File: config.mk
export PLATFORM = sky130hd
export DESIGN_NAME = i2cmg_core
export DESIGN_NICKNAME = d
export VERILOG_FILES = /design/src/hdl/i2cmg_pkg.sv /design/src/hdl/i2cmg_core.sv
export SDC_FILE = /design/constraint.sdc
export NUM_CORES = 1
export LEC_CHECK = 0
export BUFFER_PORTS_ARGS = -buffer_cell sky130_fd_sc_hd__buf_4
export CAP_MARGIN = 30
export CORE_AREA = 2 2 99 101
export DETAILED_ROUTE_END_ITERATION = 6
export DIE_AREA = 0 0 101 103
export HOLD_SLACK_MARGIN = 0.12
export SYNTH_ARGS = -nofsm -noshare
export SYNTH_HDL_FRONTEND = slang
export SYNTH_SLANG_ARGS = --single-unit
File: constraint.sdc
create_clock -name clk_sys -period 3.18 [get_ports clk_sys]
set_input_delay 0.795 -clock clk_sys [delete_from_list [all_inputs] [get_ports clk_sys]]
set_output_delay 0.795 -clock clk_sys [all_outputs]
set_load 0.03 [all_outputs]
File: src/hdl/i2cmg_pkg.sv
package i2cmg_pkg;
    // port mode select codes (4-bit field)
    localparam logic [3:0] MODE_MASTER      = 4'h8;
    localparam logic [3:0] MODE_SLAVE7      = 4'h6;
    localparam logic [3:0] MODE_SLAVE10     = 4'h7;
    // second control register field positions
    localparam int         CON2_GENERAL_CALL_ENABLE_BIT    = 7;
    localparam int         CON2_STOP_BIT    = 2;
    localparam int         CON2_START_BIT   = 0;
    // status register field position
    localparam int         STAT_UA_BIT      = 1;
    // general call address byte
    localparam logic [7:0] GENERAL_CALL_ADR = 8'h00;
    // instruction cycle: 4 system clocks (Q1..Q4)
    localparam logic [1:0] QUARTER_LAST     = 2'h3;
    localparam logic [1:0] QUARTER_Q2       = 2'h1;
    localparam logic [1:0] QUARTER_Q4       = 2'h3;
    localparam logic [3:0] BITS_PER_BYTE    = 4'h8;
    localparam logic [3:0] ACK_BIT_NUM      = 4'h9;
    localparam logic [6:0] RELOAD_RESET     = 7'h00;
endpackage : i2cmg_pkg

File: src/hdl/i2cmg_core.sv
`timescale 1ns/10ps
`default_nettype none
module i2cmg_core
    import i2cmg_pkg::*;
(
    // clock and reset
    input  wire logic       clk_sys,
    input  wire logic       rst,
    // first control register fields
    input  wire logic       port_enable,
    input  wire logic [3:0] port_mode_select,
    // second control register requests
    input  wire logic       general_call_enable,
    input  wire logic       start_request_bit,
    input  wire logic       restart_request,
    input  wire logic       stop_request_bit,
    input  wire logic       receive_request,
    input  wire logic       ack_request,
    input  wire logic       ack_data_value,
    // slave address register and transfer buffer
    input  wire logic [7:0] slave_address_register,
    input  wire logic       address_write,
    input  wire logic       buffer_write,
    input  wire logic [7:0] buffer_wdata,
    input  wire logic       buffer_read,
    input  wire logic       flag_clear,
    input  wire logic       collision_clear,
    // status
    output logic [7:0]      transfer_buffer,
    output logic            buffer_full_flag,
    output logic            port_interrupt_flag,
    output logic            write_collision_flag,
    output logic            update_address_flag,
    output logic            ack_status,
    output logic            start_seen,
    output logic            stop_seen,
    output logic            start_busy,
    output logic            stop_busy,
    output logic            general_call_hit,
    // bus pins, enable low drives low
    input  wire logic       scl_in,
    input  wire logic       sda_in,
    output logic            scl_out,
    output logic            scl_oe_n,
    output logic            sda_out,
    output logic            sda_oe_n
);
    typedef enum logic [3:0] {
        I2CMG_IDLE, I2CMG_ST_A, I2CMG_ST_B, I2CMG_RS_A, I2CMG_RS_B, I2CMG_RS_C,
        I2CMG_BIT_LO, I2CMG_BIT_HI, I2CMG_SP_A, I2CMG_SP_B, I2CMG_SP_C, I2CMG_HOLD
    } i2cmg_state_e;

    i2cmg_state_e state;
    logic [1:0]   quarter;
    logic [6:0]   divider;
    logic         div_run;
    logic         scl_s1, scl_s2, sda_s1, sda_s2, scl_d, sda_d;
    logic [7:0]   shift_register;
    logic [3:0]   bit_cnt;
    logic         rx_mode, ack_mode;
    logic         scl_drv_low, sda_drv_low;
    logic         s_active, s_first, s_match;

    // pin synchronisers
    always_ff @(posedge clk_sys)
    begin
        scl_s1 <= scl_in;
        scl_s2 <= scl_s1;
        sda_s1 <= sda_in;
        sda_s2 <= sda_s1;
        scl_d  <= scl_s2;
        sda_d  <= sda_s2;
    end

    wire master_on  = port_enable && (port_mode_select == MODE_MASTER);
    wire slave_on   = port_enable && (port_mode_select == MODE_SLAVE7 ||
                                      port_mode_select == MODE_SLAVE10);
    wire ten_bit    = port_mode_select == MODE_SLAVE10;
    wire scl_rise   = scl_s2 && !scl_d;
    wire scl_fall   = !scl_s2 && scl_d;
    wire bus_start  = scl_s2 && sda_d && !sda_s2;
    wire bus_stop   = scl_s2 && !sda_d && sda_s2;
    wire dec_tick   = (quarter == QUARTER_Q2) || (quarter == QUARTER_Q4);
    wire rollover   = div_run && dec_tick && (divider == 7'h00);
    wire [6:0] reload = slave_address_register[6:0];
    wire idle_state = state == I2CMG_IDLE || state == I2CMG_HOLD;
    wire in_start   = state == I2CMG_ST_A || state == I2CMG_ST_B ||
                      state == I2CMG_RS_A || state == I2CMG_RS_B || state == I2CMG_RS_C;
    wire wr_accept  = buffer_write && idle_state && master_on;
    wire wr_reject  = buffer_write && master_on && !idle_state;
    // scl released but held low elsewhere: divider waits
    wire scl_wait   = !scl_drv_low && !scl_s2;
    wire [7:0] rx_full = {shift_register[6:0], sda_s2};
    wire gc_match   = general_call_enable && rx_full == GENERAL_CALL_ADR;
    wire own_match  = ten_bit ? (rx_full[7:3] == 5'b11110 &&
                                 rx_full[2:1] == slave_address_register[2:1])
                              : (rx_full[7:1] == slave_address_register[7:1]);

    logic         ev_done;
    wire          byte_bit  = bit_cnt == BITS_PER_BYTE;
    // receive ends after eight bits; its acknowledge is a separate request
    wire          byte_end  = ack_mode || (bit_cnt == ACK_BIT_NUM) || (rx_mode && byte_bit);

    // quarter counter and divider
    always_ff @(posedge clk_sys)
    begin
        if (rst)
            quarter <= 2'h0;
        else
            quarter <= quarter + 2'h1;
    end

    wire phase_step = rollover && !scl_wait;

    always_ff @(posedge clk_sys)
    begin
        if (rst || !master_on)
        begin
            divider <= RELOAD_RESET;
            div_run <= 1'b0;
        end
        else if (scl_wait)
            divider <= reload;
        else if (wr_accept || (idle_state && (start_request_bit || stop_request_bit ||
                 restart_request || receive_request || ack_request)))
        begin
            divider <= reload;
            div_run <= 1'b1;
        end
        else if (ev_done)
            div_run <= 1'b0;
        else if (rollover)
            divider <= reload;
        else if (div_run && dec_tick)
            divider <= divider - 7'h01;
    end

    assign ev_done = phase_step && (state == I2CMG_ST_B || state == I2CMG_RS_C ||
                     state == I2CMG_SP_C || (state == I2CMG_BIT_HI && byte_end));

    // master sequencer
    always_ff @(posedge clk_sys)
    begin
        if (rst || !master_on)
        begin
            state       <= I2CMG_IDLE;
            scl_drv_low <= 1'b0;
            sda_drv_low <= 1'b0;
            bit_cnt     <= 4'h0;
            rx_mode     <= 1'b0;
            ack_mode    <= 1'b0;
        end
        else
        begin
            case (state)
                I2CMG_IDLE, I2CMG_HOLD:
                begin
                    if (start_request_bit && scl_s2 && sda_s2)
                        state <= I2CMG_ST_A;
                    else if (restart_request)
                    begin
                        scl_drv_low <= 1'b1;
                        state       <= I2CMG_RS_A;
                    end
                    else if (stop_request_bit)
                    begin
                        scl_drv_low <= 1'b1;
                        sda_drv_low <= 1'b1;
                        state       <= I2CMG_SP_A;
                    end
                    else if (wr_accept || receive_request || ack_request)
                    begin
                        rx_mode  <= receive_request;
                        ack_mode <= ack_request;
                        bit_cnt  <= ack_request ? ACK_BIT_NUM : 4'h1;
                        state    <= I2CMG_BIT_LO;
                    end
                end
                I2CMG_ST_A:
                    if (phase_step)
                    begin
                        sda_drv_low <= 1'b1;
                        state       <= I2CMG_ST_B;
                    end
                I2CMG_ST_B:
                    if (phase_step)
                    begin
                        scl_drv_low <= 1'b1;
                        state       <= I2CMG_HOLD;
                    end
                I2CMG_RS_A:
                    if (phase_step)
                    begin
                        sda_drv_low <= 1'b0;
                        scl_drv_low <= 1'b0;
                        state       <= I2CMG_RS_B;
                    end
                I2CMG_RS_B:
                    if (phase_step)
                    begin
                        sda_drv_low <= 1'b1;
                        state       <= I2CMG_RS_C;
                    end
                I2CMG_RS_C:
                    if (phase_step)
                    begin
                        scl_drv_low <= 1'b1;
                        state       <= I2CMG_HOLD;
                    end
                I2CMG_BIT_LO:
                    if (phase_step)
                    begin
                        scl_drv_low <= 1'b0;
                        state       <= I2CMG_BIT_HI;
                    end
                I2CMG_BIT_HI:
                    if (phase_step)
                    begin
                        scl_drv_low <= 1'b1;
                        bit_cnt     <= bit_cnt + 4'h1;
                        if (byte_end)
                            state <= I2CMG_HOLD;
                        else
                            state <= I2CMG_BIT_LO;
                    end
                I2CMG_SP_A:
                    if (phase_step)
                    begin
                        scl_drv_low <= 1'b0;
                        state       <= I2CMG_SP_B;
                    end
                I2CMG_SP_B:
                    if (phase_step)
                    begin
                        sda_drv_low <= 1'b0;
                        state       <= I2CMG_SP_C;
                    end
                I2CMG_SP_C:
                    if (phase_step)
                        state <= I2CMG_IDLE;
                default:
                    state <= I2CMG_IDLE;
            endcase
            // data bit driven while clock is low
            if (state == I2CMG_BIT_LO && !phase_step)
                // line released to read a bit or the slave's acknowledge
                sda_drv_low <= ack_mode ? !ack_data_value :
                               (!rx_mode && bit_cnt != ACK_BIT_NUM && !shift_register[7]);
        end
    end

    // shift register, buffer and flags
    logic [3:0] s_cnt;
    always_ff @(posedge clk_sys)
    begin
        if (rst)
        begin
            shift_register       <= 8'h00;
            transfer_buffer      <= 8'h00;
            buffer_full_flag     <= 1'b0;
            port_interrupt_flag  <= 1'b0;
            write_collision_flag <= 1'b0;
            update_address_flag  <= 1'b0;
            ack_status           <= 1'b0;
            general_call_hit     <= 1'b0;
            s_active             <= 1'b0;
            s_first              <= 1'b0;
            s_match              <= 1'b0;
            s_cnt                <= 4'h0;
        end
        else
        begin
            if (buffer_read)
                buffer_full_flag <= 1'b0;
            if (flag_clear)
                port_interrupt_flag <= 1'b0;
            if (collision_clear)
                write_collision_flag <= 1'b0;
            if (address_write)
                update_address_flag <= 1'b0;
            if (wr_reject)
                write_collision_flag <= 1'b1;
            if (wr_accept)
            begin
                shift_register   <= buffer_wdata;
                transfer_buffer  <= buffer_wdata;
                buffer_full_flag <= 1'b1;
            end
            if (master_on && state == I2CMG_BIT_HI && phase_step && bit_cnt <= BITS_PER_BYTE)
            begin
                shift_register <= {shift_register[6:0], sda_s2};
                if (byte_bit)
                begin
                    if (rx_mode)
                        transfer_buffer <= {shift_register[6:0], sda_s2};
                    buffer_full_flag <= rx_mode;
                end
            end
            if (master_on && state == I2CMG_BIT_HI && phase_step &&
                bit_cnt == ACK_BIT_NUM && !rx_mode && !ack_mode)
                ack_status <= sda_s2;
            if (ev_done)
                port_interrupt_flag <= 1'b1;
            // slave address recognition
            if (!slave_on || bus_stop)
            begin
                s_active <= 1'b0;
            end
            else if (bus_start)
            begin
                s_active         <= 1'b1;
                s_first          <= 1'b1;
                s_match          <= 1'b0;
                general_call_hit <= 1'b0;
                s_cnt            <= 4'h0;
            end
            else if (s_active && s_first && scl_rise && s_cnt < BITS_PER_BYTE)
            begin
                shift_register <= {shift_register[6:0], sda_s2};
                s_cnt          <= s_cnt + 4'h1;
                if (s_cnt == BITS_PER_BYTE - 4'h1 && (gc_match || own_match))
                begin
                    transfer_buffer  <= rx_full;
                    buffer_full_flag <= 1'b1;
                    general_call_hit <= gc_match;
                    s_match          <= 1'b1;
                    if (ten_bit && !gc_match)
                        update_address_flag <= 1'b1;
                end
            end
            else if (s_active && s_first && scl_fall && s_cnt == ACK_BIT_NUM)
            begin
                s_cnt   <= 4'h0;
                s_first <= 1'b0;
                if (s_match)
                    port_interrupt_flag <= 1'b1;
            end
            else if (s_active && s_first && scl_fall && s_cnt == BITS_PER_BYTE)
                s_cnt <= s_cnt + 4'h1;
        end
    end

    // start/stop seen
    always_ff @(posedge clk_sys)
    begin
        if (rst || !port_enable)
        begin
            start_seen <= 1'b0;
            stop_seen  <= 1'b0;
        end
        else if (bus_start)
        begin
            start_seen <= 1'b1;
            stop_seen  <= 1'b0;
        end
        else if (bus_stop)
        begin
            start_seen <= 1'b0;
            stop_seen  <= 1'b1;
        end
    end

    assign start_busy = in_start;
    assign stop_busy  = state == I2CMG_SP_A || state == I2CMG_SP_B || state == I2CMG_SP_C;
    assign scl_out    = 1'b0;
    assign sda_out    = 1'b0;
    assign scl_oe_n   = !(master_on && scl_drv_low);
    assign sda_oe_n   = !(master_on && sda_drv_low);
endmodule : i2cmg_core
`default_nettype wire

==> metrics <==
I/O pin count=59; max cap viols=0; skew final=0.0131 ns; Initial Util=38.3%; Hold Path Class=flip-flop to flip-flop; mean post-synth cell area=8.28 µm²; Routed Antenna Nets=0; worst slew pin tran=0.885 ns; RePlAce Congestion=0.881; WL final=9590 µm; Layout area overhead=19.2%; Reg2Reg Setup Slack=0.63 ns; largest net degree at the start of global routing=30; Max Slew Vio Count=0; 1st-iter DRT viols=152; CTS HTree Levels=3; cts repair resizes=0; share of cells above drive strength 1=20.1%; Fill cells=970; drc violations=0; GRT Total Usage=19.4%; P_leak=1.66 nW; Post-DP Area=0.00414 mm²; Fin Setup TNS=0 ns; count leader, synth=nor2_1; post-CTS repair timing setup buffer count=0; area leader, netlist=dfxtp_1; CTS Buf Count=9; FFs w/ async S/R, synth=0%; crit end category=output port; maximum vdd drop=227 µV; post-synth top area share=32.6%; final hold violations=0; IO buf count=56; initial antenna violation count=0; final setup vio count=0; post-synth cell types=71; crit path time final=2.72 ns; cell row count=36; Worst-path clk slew=0.07 ns; First-pass DRT Iterations=5; # clock sinks=59; area of the multi-input gates=0.00225 mm²; register area share after synthesis=32.6%; core box area=0.00946 mm²; grt ovf=0; Max Freq=0.368 GHz; # diodes=0; Power Density=359 mW/mm²; vias in the first global route=3269; clock buffer depth=2; CP Max Fanout=4; DR vias/cell=5.67; Via Count=3467; full die area=0.0104 mm²; gate count after technology mapping=437; final net count=539; Slew HR=40.8%; clk root buf=clkbuf_8; synthesized cell area=0.00362 mm²; worst skew pair latency=0.36 ns; status=finished, final reports clean; Worst Setup Start Kind=input port; unrepaired setup endpoints after global routing=no; commonest register cell after synthesis=dfxtp_1; Crit Path Class=input port to output port; synth warn=0; Finished Cell Area=0.00432 mm²; Seq cells post-synth=59; final period utilization=85.5%; first-pass GRT wire length=16100 µm; Post-synth EDFFs=0; Data arrival, critical path=1.92 ns; clock tree from TritonCTS=built; Routed WL per cell=15.7 µm; Die Span Y=103 µm; hpwl dp=7130 µm; Die W=101 µm; CP required=2.38 ns; most area-consuming cells after synthesis=dfxtp_1 (33%), mux2i_1 (6.6%), nor2_1 (6.2%); Post-synth top cells=nor2_1 (60), dfxtp_1 (59), a21oi_1 (30); Sequential Area=0.00118 mm²; hold_buf cts=0
flip-flops by register name (all words and copies together) (netlist names), 2 cells and up:
register,cells
quarter,2
state,4
s_cnt,4
bit_cnt,4
transfer_buffer,8
shift_register,8
divider,7
power by group:
part           switching [mW]  internal (mW)  leakage [nW]
Clock                   0.347          0.286        0.0854
Sequential            0.00913          0.748         0.478
Combinational          0.0872         0.0735          1.10
Total                   0.443           1.11          1.66
layout by cell type, fill, tap and decap left out, types with 2 or more instances in the layout:
cell	count
nor2_1	60
and4b_1	3
and3_1	5
a31oi_1	5
o21ai_0	24
clkinv_4	4
dfxtp_1	59
nand4_1	4
nor4_1	5
inv_1	15
mux2i_1	24
nand4b_1	4
o31ai_1	2
a211o_1	3
o2111ai_1	2
o211ai_1	3
nand3_1	15
ha_1	10
nor2b_1	7
clkinvlp_4	2
a22oi_1	5
buf_4	67
xnor2_1	6
and2_1	3
nand2b_1	12
clkbuf_8	9
a211oi_1	20
nand2_1	21
nor3b_1	6
nor3_1	12
xor2_1	5
o22ai_1	5
conb_1	2
a21oi_1	30
kinds of logic after synthesis:
kind of cell               Yosys count  share of synthesized area (%)
buffers and inverters               39                           5.36
other                                1                          0.104
adders and majority gates           10                           3.46
AOI/OAI and AO/OA                  118                           22.7
muxes                               24                           6.64
and+or+nand+nor                    175                           26.4
DFF                                 59                           32.6
xor gates and xnor gates            11                           2.66
final timing paths:
check,startpoint,endpoint,cells past startpoint
min,sda_s1$_DFF_P_,sda_s2$_DFF_P_,0
max reg2reg,state[0]$_SDFFE_PP0P_,divider[6]$_SDFFE_PP0P_,7
max,port_mode_select[0],scl_oe_n,5
min reg2reg,sda_s1$_DFF_P_,sda_s2$_DFF_P_,0
final cells by class:
type                            instances  share of cell area [%]
Multi-Input combinational cell        340                    52.2
Sequential cell                        59                    27.4
Timing Repair Buffer                   67                    11.7
Tap cell                              114                    3.31
Clock buffer                            9                    2.87
Inverter                               15                    1.30
Clock inverter                          7                    1.28
per-layer routing:
| layer | part of all wire (%) | wire (µm) | vias up | global-route usage (%) |
|---|---|---|---|---|
| met2 | 49 | 4670 | 92 | 32.7 |
| met3 | 4.7 | 449 | 15 | 3.73 |
| li1 | - | - | 1720 | - |
| met1 | 45 | 4320 | 1640 | 24.9 |
| met4 | 1.6 | 154 | 0 | 6.65 |
| met5 | 0 | 0 | - | 0 |
worst max-delay path, stage by stage:
cell	delay [ns]
buf_4	0.12
or4b_4	0.57
nor2_1	0.18
nand2_1	0.08
buf_4	0.17
metrics by stage:
| step | total power, mW | util, % | hold slack (ns) | instances | setup slack, ns |
|---|---|---|---|---|---|
| after detailed placement | 0.935 | 43.7 | 0.312 | 595 | 0.303 |
| final | 1.55 | 45.6 | 0.330 | 611 | 0.461 |
| after CTS | 1.56 | 45.6 | 0.330 | 611 | 0.462 |
| after global routing | 1.62 | 45.6 | 0.354 | 611 | 0.397 |
| after global placement | 0.933 | 43.7 | 0.310 | 595 | 0.387 |
| after floorplan | 0.867 | - | 0.310 | 438 | 0.665 |
Power figures use the tool's default switching activity.
